===== src/rtl/adcsq_pkg.sv =====
// Shared constants, register layouts and state codes for the conversion sequencer
package adcsq_pkg;

  // Bus clock rate and the startup delay of the internal asynchronous clock
  localparam int CLK_MHZ     = 50;
  localparam int STARTUP_NS  = 5000;
  localparam int STARTUP_CYC = (STARTUP_NS * CLK_MHZ + 999) / 1000;

  // Phase lengths held as terminal counts (length minus one), except FIRST_EXTRA_CONV_CLOCK, a plain count of added clocks
  localparam logic [7:0] STARTUP_CNT      = 8'(STARTUP_CYC - 1);
  localparam logic [7:0] FIRST_EXTRA_CONV_CLOCK = 8'h03;
  localparam logic [7:0] SAMPLE_SHORT_CNT = 8'h03;
  localparam logic [7:0] SAMPLE_LONG_CNT  = 8'h17;
  localparam logic [7:0] SAR8_CNT         = 8'h0C;
  localparam logic [7:0] SAR10_CNT        = 8'h0F;
  localparam logic [7:0] XFER_BUS_CNT     = 8'h04;

  // Channel code that disables the converter
  localparam logic [4:0] CHAN_OFF = 5'h1F;

  // Input clock select codes
  localparam logic [1:0] CLKSEL_BUS   = 2'h0;
  localparam logic [1:0] CLKSEL_HALF  = 2'h1;
  localparam logic [1:0] CLKSEL_ALT   = 2'h2;
  localparam logic [1:0] CLKSEL_ASYNC = 2'h3;

  typedef struct packed {
    logic       done_irq_enable;
    logic       continuous_enable;
    logic [4:0] channel_select;
  } adcsq_ctrl1_s;

  typedef struct packed {
    logic trigger_source_select;
    logic compare_enable;
    logic compare_greater_select;
  } adcsq_ctrl2_s;

  typedef struct packed {
    logic       long_sample_select;
    logic       mode_10bit;
    logic [1:0] clock_divide;
    logic [1:0] input_clock_select;
  } adcsq_cfg_s;

  localparam adcsq_ctrl1_s CTRL1_RST = '{1'b0, 1'b0, 5'h1F};
  localparam adcsq_ctrl2_s CTRL2_RST = '{1'b0, 1'b0, 1'b0};
  localparam adcsq_cfg_s   CFG_RST   = '{1'b0, 1'b0, 2'h0, 2'h0};
  localparam logic [1:0]   CVH_RST   = 2'h0;
  localparam logic [7:0]   CVL_RST   = 8'h00;
  localparam logic [7:0]   RESULT_RST = 8'h00;

  // Gray codes along idle, startup, sample, convert, transfer
  typedef enum logic [2:0] {
    ST_IDLE    = 3'h0,
    ST_STARTUP = 3'h1,
    ST_SAMPLE  = 3'h3,
    ST_CONVERT = 3'h2,
    ST_XFER    = 3'h6
  } adcsq_state_e;

endpackage


===== src/rtl/adcsq_clk_div.sv =====
// Conversion clock source select and divider producing a one-cycle tick
module adcsq_clk_div
  import adcsq_pkg::*;
(
  input  wire logic       core_clk_i,
  input  wire logic       rst_b_i,
  input  wire logic       run_i,
  input  wire logic [1:0] src_i,
  input  wire logic [1:0] div_i,
  input  wire logic       alt_clk_i,
  input  wire logic       async_clk_i,
  output logic            tick_o
);

  logic       half_r;
  logic       alt_prev_r;
  logic       async_prev_r;
  logic [2:0] div_cnt_r;
  logic       src_tick;
  logic [2:0] limit;

  // Edge history of the slow sources and the bus halver
  always_ff @(posedge core_clk_i or negedge rst_b_i)
    if (!rst_b_i)
    begin
      half_r       <= 1'b0;
      alt_prev_r   <= 1'b0;
      async_prev_r <= 1'b0;
    end
    else
    begin
      half_r       <= ~half_r;
      alt_prev_r   <= alt_clk_i;
      async_prev_r <= async_clk_i;
    end

  // Source pick; halver and edge history stay live while the core waits, but the async clock only runs while the core is active
  always_comb
  begin
    unique case (src_i)
      CLKSEL_BUS:  src_tick = 1'b1;
      CLKSEL_HALF: src_tick = half_r;
      CLKSEL_ALT:  src_tick = alt_clk_i & ~alt_prev_r;
      CLKSEL_ASYNC: src_tick = async_clk_i & ~async_prev_r;
    endcase
    limit = 3'((4'h1 << div_i) - 4'h1);
  end

  // Divider restarts while idle so each conversion begins on a known phase
  always_ff @(posedge core_clk_i or negedge rst_b_i)
    if (!rst_b_i)
      div_cnt_r <= 3'h0;
    else if (!run_i)
      div_cnt_r <= 3'h0;
    else if (src_tick)
      div_cnt_r <= (div_cnt_r == limit) ? 3'h0 : 3'(div_cnt_r + 3'h1);

  assign tick_o = run_i & src_tick & (div_cnt_r == limit);

endmodule


===== src/rtl/adcsq_compare.sv =====
// Result against compare value by adding its two's complement
module adcsq_compare
(
  input  wire logic [9:0] result_i,
  input  wire logic [9:0] compare_i,
  input  wire logic       greater_i,
  output logic            hit_o,
  output logic [9:0]      diff_o
);

  logic [10:0] sum;

  // Carry out means result is at or above the compare value
  assign sum    = 11'({1'b0, result_i} + {1'b0, ~compare_i} + 11'h001);
  assign hit_o  = greater_i ? sum[10] : ~sum[10];
  assign diff_o = sum[9:0];

endmodule


===== src/rtl/adcsq_core.sv =====
// Conversion sequencer: start, abort, timing, compare and result transfer
module adcsq_core
  import adcsq_pkg::*;
(
  input  wire logic         core_clk_i,
  input  wire logic         rst_b_i,
  input  wire logic         ctrl1_wr_i,
  input  wire adcsq_ctrl1_s ctrl1_data_i,
  input  wire logic         ctrl2_wr_i,
  input  wire adcsq_ctrl2_s ctrl2_data_i,
  input  wire logic         cfg_wr_i,
  input  wire adcsq_cfg_s   cfg_data_i,
  input  wire logic         cvh_wr_i,
  input  wire logic [1:0]   cvh_data_i,
  input  wire logic         cvl_wr_i,
  input  wire logic [7:0]   cvl_data_i,
  input  wire logic         result_high_rd_i,
  input  wire logic         result_low_rd_i,
  input  wire logic         hw_trigger_input_i,
  input  wire logic         stop_mode_i,
  input  wire logic         alternate_clock_i,
  input  wire logic         async_conv_clock_i,
  input  wire logic [9:0]   conv_data_i,
  output logic [4:0]        channel_o,
  output logic              sample_o,
  output logic              active_o,
  output logic              async_clk_enable_o,
  output logic [7:0]        result_high_o,
  output logic [7:0]        result_low_o,
  output logic              conversion_done_flag_o,
  output logic              irq_o
);

  adcsq_ctrl1_s ctrl1_r;
  adcsq_ctrl2_s ctrl2_r;
  adcsq_cfg_s   cfg_r;
  logic [1:0]   cvh_r;
  logic [7:0]   cvl_r;
  adcsq_state_e state_r;
  logic [7:0]   cnt_r;
  logic         first_r;
  logic         trig_prev_r;
  logic         stop_prev_r;
  logic         half_read_r;
  logic         done_r;
  logic [7:0]   res_high_r;
  logic [7:0]   res_low_r;
  logic         tick;
  logic         trig_edge;
  logic         stop_abort;
  logic         mode_abort;
  logic         hw_start;
  logic         sw_restart;
  logic         finish;
  logic         blocked;
  logic         cmp_hit;
  logic         cmp_ok;
  logic         transfer;
  logic         restart;
  logic [9:0]   cmp_diff;
  logic [9:0]   raw_value;
  logic [9:0]   cmp_value;
  logic [7:0]   sample_cnt;
  logic [7:0]   sar_cnt;
  logic         is_async;

  // Register images written by software
  always_ff @(posedge core_clk_i or negedge rst_b_i)
    if (!rst_b_i)
    begin
      ctrl1_r <= CTRL1_RST;
      ctrl2_r <= CTRL2_RST;
      cfg_r   <= CFG_RST;
      cvh_r   <= CVH_RST;
      cvl_r   <= CVL_RST;
    end
    else
    begin
      if (ctrl1_wr_i)
        ctrl1_r <= ctrl1_data_i;
      if (ctrl2_wr_i)
        ctrl2_r <= ctrl2_data_i;
      if (cfg_wr_i)
        cfg_r <= cfg_data_i;
      if (cvh_wr_i)
        cvh_r <= cvh_data_i;
      if (cvl_wr_i)
        cvl_r <= cvl_data_i;
    end

  // Edge history of trigger and stop request; both pins arrive synchronous
  always_ff @(posedge core_clk_i or negedge rst_b_i)
    if (!rst_b_i)
    begin
      trig_prev_r <= 1'b0;
      stop_prev_r <= 1'b0;
    end
    else
    begin
      trig_prev_r <= hw_trigger_input_i;
      stop_prev_r <= stop_mode_i;
    end

  // Start and abort decode
  always_comb
  begin
    is_async   = (cfg_r.input_clock_select == CLKSEL_ASYNC);
    trig_edge  = hw_trigger_input_i & ~trig_prev_r;
    stop_abort = stop_mode_i & ~stop_prev_r & ~is_async;
    mode_abort = ctrl2_wr_i | cfg_wr_i | cvh_wr_i | cvl_wr_i;
    sw_restart = ~ctrl2_r.trigger_source_select & (ctrl1_data_i.channel_select != CHAN_OFF);
    // Busy edges fall through: only the idle state accepts a trigger
    hw_start   = (state_r == ST_IDLE) & trig_edge & ctrl2_r.trigger_source_select
                 & (ctrl1_r.channel_select != CHAN_OFF) & ~(stop_mode_i & ~is_async);
    sample_cnt = cfg_r.long_sample_select ? SAMPLE_LONG_CNT : SAMPLE_SHORT_CNT;
    sar_cnt    = cfg_r.mode_10bit ? SAR10_CNT : SAR8_CNT;
  end

  // Compare operands; 8-bit mode compares the low byte only
  assign raw_value = cfg_r.mode_10bit ? conv_data_i : {2'h0, conv_data_i[7:0]};
  assign cmp_value = cfg_r.mode_10bit ? {cvh_r, cvl_r} : {2'h0, cvl_r};

  adcsq_compare u_compare
  (
    .result_i  (raw_value),
    .compare_i (cmp_value),
    .greater_i (ctrl2_r.compare_greater_select),
    .hit_o     (cmp_hit),
    .diff_o    (cmp_diff)
  );

  adcsq_clk_div u_clk_div
  (
    .core_clk_i  (core_clk_i),
    .rst_b_i     (rst_b_i),
    .run_i       (state_r == ST_SAMPLE || state_r == ST_CONVERT),
    .src_i       (cfg_r.input_clock_select),
    .div_i       (cfg_r.clock_divide),
    .alt_clk_i   (alternate_clock_i),
    .async_clk_i (async_conv_clock_i),
    .tick_o      (tick)
  );

  // End of conversion: first ones leave through the bus-cycle transfer phase
  always_comb
  begin
    finish   = ((state_r == ST_CONVERT) & tick & (cnt_r == 8'h00) & ~first_r)
               | ((state_r == ST_XFER) & (cnt_r == 8'h00));
    blocked  = half_read_r & cfg_r.mode_10bit;
    cmp_ok   = ~ctrl2_r.compare_enable | cmp_hit;
    // Any abort in the finishing cycle wins, so the dying result is dropped
    transfer = finish & cmp_ok & ~blocked & ~mode_abort & ~stop_abort & ~ctrl1_wr_i;
    // A blocked transfer retries even in single mode unless compare failed
    restart  = ctrl1_r.continuous_enable | (blocked & cmp_ok);
  end

  // Sequencer; stop entry off the async clock and writes to other registers preempt everything, a trigger edge beats a ctrl1 write; no wait-mode gating
  always_ff @(posedge core_clk_i or negedge rst_b_i)
    if (!rst_b_i)
    begin
      state_r <= ST_IDLE;
      cnt_r   <= 8'h00;
      first_r <= 1'b0;
    end
    else if (mode_abort | stop_abort)
    begin
      state_r <= ST_IDLE;
      cnt_r   <= 8'h00;
      first_r <= 1'b0;
    end
    else if ((ctrl1_wr_i & sw_restart) | hw_start)
    begin
      // Launch in the cycle after the write or the edge
      first_r <= 1'b1;
      if (is_async)
      begin
        state_r <= ST_STARTUP;
        cnt_r   <= STARTUP_CNT;
      end
      else
      begin
        state_r <= ST_SAMPLE;
        cnt_r   <= 8'(sample_cnt + FIRST_EXTRA_CONV_CLOCK);
      end
    end
    else if (ctrl1_wr_i)
    begin
      state_r <= ST_IDLE;
      cnt_r   <= 8'h00;
      first_r <= 1'b0;
    end
    else
    begin
      unique case (state_r)
        ST_IDLE: state_r <= ST_IDLE;
        ST_STARTUP:
          if (cnt_r == 8'h00)
          begin
            state_r <= ST_SAMPLE;
            cnt_r   <= 8'(sample_cnt + FIRST_EXTRA_CONV_CLOCK);
          end
          else
            cnt_r <= 8'(cnt_r - 8'h01);
        ST_SAMPLE:
          if (tick)
          begin
            if (cnt_r == 8'h00)
            begin
              state_r <= ST_CONVERT;
              cnt_r   <= sar_cnt;
            end
            else
              cnt_r <= 8'(cnt_r - 8'h01);
          end
        ST_CONVERT:
          if (tick)
          begin
            if (cnt_r != 8'h00)
              cnt_r <= 8'(cnt_r - 8'h01);
            else if (first_r)
            begin
              state_r <= ST_XFER;
              cnt_r   <= XFER_BUS_CNT;
            end
          end
        ST_XFER:
          if (cnt_r != 8'h00)
            cnt_r <= 8'(cnt_r - 8'h01);
        default:
          state_r <= ST_IDLE;
      endcase
      // Completion overrides the case: restart short or go idle
      if (finish)
      begin
        first_r <= 1'b0;
        if (restart)
        begin
          state_r <= ST_SAMPLE;
          cnt_r   <= sample_cnt;
        end
        else
        begin
          state_r <= ST_IDLE;
          cnt_r   <= 8'h00;
        end
      end
    end

  // Result registers change only on a clean transfer; aborts leave them
  always_ff @(posedge core_clk_i or negedge rst_b_i)
    if (!rst_b_i)
    begin
      res_high_r <= RESULT_RST;
      res_low_r  <= RESULT_RST;
    end
    else if (transfer)
    begin
      if (ctrl2_r.compare_enable)
      begin
        res_high_r <= cfg_r.mode_10bit ? {6'h00, cmp_diff[9:8]} : 8'h00;
        res_low_r  <= cmp_diff[7:0];
      end
      else
      begin
        res_high_r <= cfg_r.mode_10bit ? {6'h00, conv_data_i[9:8]} : 8'h00;
        res_low_r  <= conv_data_i[7:0];
      end
    end

  // Half-read lock: a high byte read in 10-bit mode opens it, low byte read closes it
  always_ff @(posedge core_clk_i or negedge rst_b_i)
    if (!rst_b_i)
      half_read_r <= 1'b0;
    else if (result_high_rd_i & cfg_r.mode_10bit)
      half_read_r <= 1'b1;
    else if (result_low_rd_i)
      half_read_r <= 1'b0;

  // Done flag; a transfer in the clearing cycle wins
  always_ff @(posedge core_clk_i or negedge rst_b_i)
    if (!rst_b_i)
      done_r <= 1'b0;
    else if (transfer)
      done_r <= 1'b1;
    else if (ctrl1_wr_i | result_low_rd_i)
      done_r <= 1'b0;

  // Outputs
  assign channel_o              = ctrl1_r.channel_select;
  assign sample_o               = (state_r == ST_SAMPLE);
  assign active_o               = (state_r != ST_IDLE);
  assign async_clk_enable_o     = active_o & is_async;
  assign result_high_o          = res_high_r;
  assign result_low_o           = res_low_r;
  assign conversion_done_flag_o = done_r;
  assign irq_o                  = done_r & ctrl1_r.done_irq_enable;

  // Checks
  a_sw_start_next: assert property (@(posedge core_clk_i) disable iff (!rst_b_i)
    ctrl1_wr_i & sw_restart & ~mode_abort & ~stop_abort |=> active_o & ~sample_o | sample_o)
    else $error("software write did not start a conversion");
  a_hw_start_next: assert property (@(posedge core_clk_i) disable iff (!rst_b_i)
    hw_start & ~ctrl1_wr_i & ~mode_abort & ~stop_abort |=> active_o)
    else $error("hardware trigger did not start a conversion");
  a_blocked_discard: assert property (@(posedge core_clk_i) disable iff (!rst_b_i)
    finish & blocked |=> $stable(res_high_r) && $stable(res_low_r))
    else $error("blocked result overwrote registers");
  a_blocked_retry: assert property (@(posedge core_clk_i) disable iff (!rst_b_i)
    finish & blocked & cmp_ok & ~ctrl1_wr_i & ~mode_abort & ~stop_abort |=> state_r == ST_SAMPLE)
    else $error("blocked transfer did not restart");
  a_mode_abort_idle: assert property (@(posedge core_clk_i) disable iff (!rst_b_i)
    mode_abort |=> !active_o)
    else $error("register write did not abort");
  a_stop_abort_idle: assert property (@(posedge core_clk_i) disable iff (!rst_b_i)
    active_o && stop_abort |=> !active_o && $stable(res_low_r))
    else $error("stop entry did not abort cleanly");
  a_async_startup: assert property (@(posedge core_clk_i)
    disable iff (!rst_b_i || mode_abort || stop_abort || ctrl1_wr_i)
    $rose(state_r == ST_STARTUP) |-> (state_r == ST_STARTUP)[*8] ##1 async_clk_enable_o)
    else $error("async startup too short or clock not enabled");
  a_cmp_fail_hold: assert property (@(posedge core_clk_i) disable iff (!rst_b_i)
    finish & ~cmp_ok |=> !$rose(done_r) && $stable(res_low_r))
    else $error("failed compare changed results or flag");
  a_done_on_xfer: assert property (@(posedge core_clk_i) disable iff (!rst_b_i)
    transfer |=> done_r ##0 (irq_o == ctrl1_r.done_irq_enable))
    else $error("transfer did not set done flag");
  a_first_time: assert property (@(posedge core_clk_i)
    disable iff (!rst_b_i || mode_abort || stop_abort || ctrl1_wr_i)
    $rose(state_r == ST_XFER) |-> (state_r == ST_XFER)[*5] ##1 state_r != ST_XFER)
    else $error("transfer phase not five bus cycles");

  c_single_done: cover property (@(posedge core_clk_i) disable iff (!rst_b_i)
    transfer & ~ctrl1_r.continuous_enable);
  c_blocked_retry: cover property (@(posedge core_clk_i) disable iff (!rst_b_i)
    finish & blocked & cmp_ok);
  c_compare_pass: cover property (@(posedge core_clk_i) disable iff (!rst_b_i)
    transfer & ctrl2_r.compare_enable);
  c_continuous: cover property (@(posedge core_clk_i) disable iff (!rst_b_i)
    transfer & ctrl1_r.continuous_enable ##1 state_r == ST_SAMPLE);

endmodule


===== config.mk =====
export PLATFORM = sky130hd
export DESIGN_NAME = adcsq_core
export DESIGN_NICKNAME = d
export VERILOG_FILES = /design/src/rtl/adcsq_pkg.sv /design/src/rtl/adcsq_clk_div.sv /design/src/rtl/adcsq_compare.sv /design/src/rtl/adcsq_core.sv
export SDC_FILE = /design/constraint.sdc
export NUM_CORES = 1
export LEC_CHECK = 0
export BUFFER_PORTS_ARGS = -buffer_cell sky130_fd_sc_hd__buf_4
export CORE_MARGIN = 2
export CORE_UTILIZATION = 55
export CTS_CLUSTER_DIAMETER = 30
export CTS_CLUSTER_SIZE = 28
export DETAILED_ROUTE_END_ITERATION = 12
export HOLD_SLACK_MARGIN = 0.12
export PLACE_DENSITY = 0.8
export SLEW_MARGIN = 20
export SYNTH_ARGS = -nofsm -noshare
export SYNTH_HDL_FRONTEND = slang
export SYNTH_SLANG_ARGS = --single-unit

===== constraint.sdc =====
create_clock -name core_clk_i -period 4.4 [get_ports core_clk_i]
set_clock_uncertainty 0.2 [all_clocks]
set_input_delay 0 -clock core_clk_i [delete_from_list [all_inputs] [get_ports core_clk_i]]
set_output_delay 0 -clock core_clk_i [all_outputs]
set_load 0.05 [all_outputs]

==> impl_metrics.ini <==
[run_status]
status = finished clean

[synth]
synth_ff_type = dfrtp_1
yosysWarnings = 0
yosysTopAreaCell = dfrtp_1
synth_top_area_share = 0.369
syn_area_um2 = 3600
synthMostInstantiatedCell = dfrtp_1
syn_avg_cell_area_um2 = 9.32
synth.top_cells.by_area = dfrtp_1, mux2_2, o21ai_0
synth_commonest_cells = dfrtp_1, o21ai_0, nand2_1, inv_1, nor2_1
yosysSeqAreaShare = 0.405
syn_inst = 386
synth_cell_type_count = 60
synthArstFlopShare = 1.00
synth_edf_count = 0
synth-seq-cells = 58

[grt]
grt_pass1_wl_um = 18600
antenna_found_initial = 1
grt_pass1_vias = 3857
grt_usage = 0.328
grt_overflow = 0
grt_max_degree = 54

[detailed_routing]
detail-route-antenna-nets = 0
wl_per_cell_um = 18.3
wl_met1_um = 4230
drt_iter0_markers = 285
dr_wl_met2_um = 5830
wl_um = 11300
firstDrtPassIters = 6
drt-vias-per-instance = 6.01
routed.top_layer = met4
num_vias = 3727
drc = 0
route.met3.wl_um = 782

[finish]
drive_above_1_share = 0.221
finalNetCount = 599
area_growth_pct = 44.5

[critical_path]
crit_path_end = result_low_o[1]
arrival_ps = 3570
worstPathMaxFanout = 14
cp-start-kind = flip-flop
timing.rr.end = result_low_o[1]
critical_path.startpoint = cnt_r[0]
timing.rr.start = cnt_r[0]
critPathKind = flip-flop to flip-flop
crit_required_ps = 4420
reg2regPathDepth = 9
reg2reg_setup_slack_ps = 850
endpoint_kind = flip-flop

[clock_tree]
clockRootBuffer = clkbuf_8
cts_resized = 0
postCtsHoldBufs = 87
h-tree-depth = 3
cts_inserted_buffers = 9
cts_tree = done
clk_pin_slew_ps = 70
clock_path_buffers = 2
cts_post_setup_buffers_inserted = 0
clock-sinks = 58
worstSkewPairLatency_ps = 340

[timing]
tightest_slew_ps = 811
maxSlewViolCount = 0
grt_setup_unrepaired = false
fin_tns_setup_ps = 0
fmax_mhz = 282
finalSetupViolations = 0
relSlewSlack = 0.454
hold_viol_final = 0
period_minus_slack_ps = 3550
fin_crit_sh = 0.806

[min_path]
worst_hold_path_type = primary input to flip-flop

[die]
die_h_um = 84.9
floorplan.initialDensity = 0.566
dieArea_um2 = 7200
core_area_um2 = 6350
die_w_um = 84.9
io_pins = 75
rows = 29

[place]
dpl.hpwl_um = 6350
io_buffers = 68
routabilityCongestion = 0.928

[power]
power_density_nw_per_um2 = 294
power.leakage_nw = 2.35
power.total_w = 0.00153
ir_drop_mv = 0.214

[job]
cap_violations = 0
[cell families (layout without fill, tap and decap cells)]
logic type / Yosys count / in the layout / share of synthesized area
simple gates: 118 / 118 / 0.174
compound gates: 110 / 110 / 0.198
flops: 58 / 58 / 0.405
buf+inv: 51 / 202 / 0.0696
mux: 29 / 29 / 0.0908
fa+ha+maj: 13 / 13 / 0.0473
xor+xnor: 6 / 6 / 0.0146
other cells: 1 / 7 / 0.00104
[layout by cell type, fill, tap and decap left out, types with 3 or more instances in the layout]
cell,count
a211oi_1,6
a21oi_1,19
a31oi_1,9
and2_1,6
and3_1,5
and4_1,3
buf_4,71
clkbuf_8,12
conb_1,6
dfrtp_1,53
dfstp_2,5
dlygate4sd3_1,86
ha_1,12
inv_1,27
mux2_2,21
mux2i_1,6
nand2_1,32
nand2b_1,4
nand3_1,5
nand3b_1,3
nor2_1,24
nor2b_1,11
nor3_1,10
o21a_1,8
o21ai_0,33
o21ai_1,3
o22ai_1,4
o31a_1,5
o31ai_1,6
o32ai_1,3
or3_1,3
xnor2_1,5
[through the flow]
stage	util	hold WS (ps)	std cells	setup WS (ps)	area, um^2
after floorplan	-	-496	391	1050	3610
after global placement	0.646	-97.0	516	997	4100
after detailed placement	0.646	-84.2	516	930	4100
after CTS	0.818	135	619	889	5190
after global routing	0.819	138	620	748	5200
final	0.819	125	620	853	5200
[sequential cells by signal, summed over array words and instances (netlist names), 2 cells and up]
register,cells
cnt_r,8
cvl_r,8
result_low_o,8
cfg_r,6
channel_o,5
ctrl2_r,3
state_r,3
u_clk_div.div_cnt_r,3
ctrl1_r,2
cvh_r,2
result_high_o,2
[critical path: stages (launching register included)]
cell and delay, ps:
dfrtp_1 430, inv_1 80, ha_1 180, or4b_1 540, or2_1 370, or3_4 420, o32a_4 360, nor4_4 210
buf_4 280, mux2_2 370
[worst min path at each step]
stage               slack (ps)  cells after the start               start     endpoint
floorplan                 -500                      0             rst_b_i     cfg_r[0]
global placement          -100                      1             rst_b_i     cfg_r[3]
detailed placement         -80                      1             rst_b_i     cfg_r[2]
CTS                        130                      2  hw_trigger_input_i  trig_prev_r
global route               140                      2  hw_trigger_input_i  trig_prev_r
finish                     120                      2  hw_trigger_input_i  trig_prev_r
[report_power, final]
group	leakage (nW)	internal, W	switching [W]	total, W
Combinational	1.53	0.000198	0.000205	0.000403
Clock	0.107	0.000308	0.000223	0.000531
Sequential	0.718	0.000564	0.0000278	0.000592
[metal layers]
metal | GRT usage | vias up
met5 | 0 | -
met4 | 0.154 | 0
met3 | 0.0603 | 58
met2 | 0.578 | 232
met1 | 0.386 | 1759
li1 | - | 1678
[final cells by class]
cell class / count / area (um^2)
multi-input cells: 282 / 1910
flip-flops and latches: 58 / 1460
repair buffers: 158 / 1420
fillers: 354 / 1150
clock buffers: 14 / 173
inverters: 28 / 105
well taps: 77 / 96.3
clock inverters: 2 / 35.0
diodes: 1 / 2.50
Power figures use the tool's default switching activity.
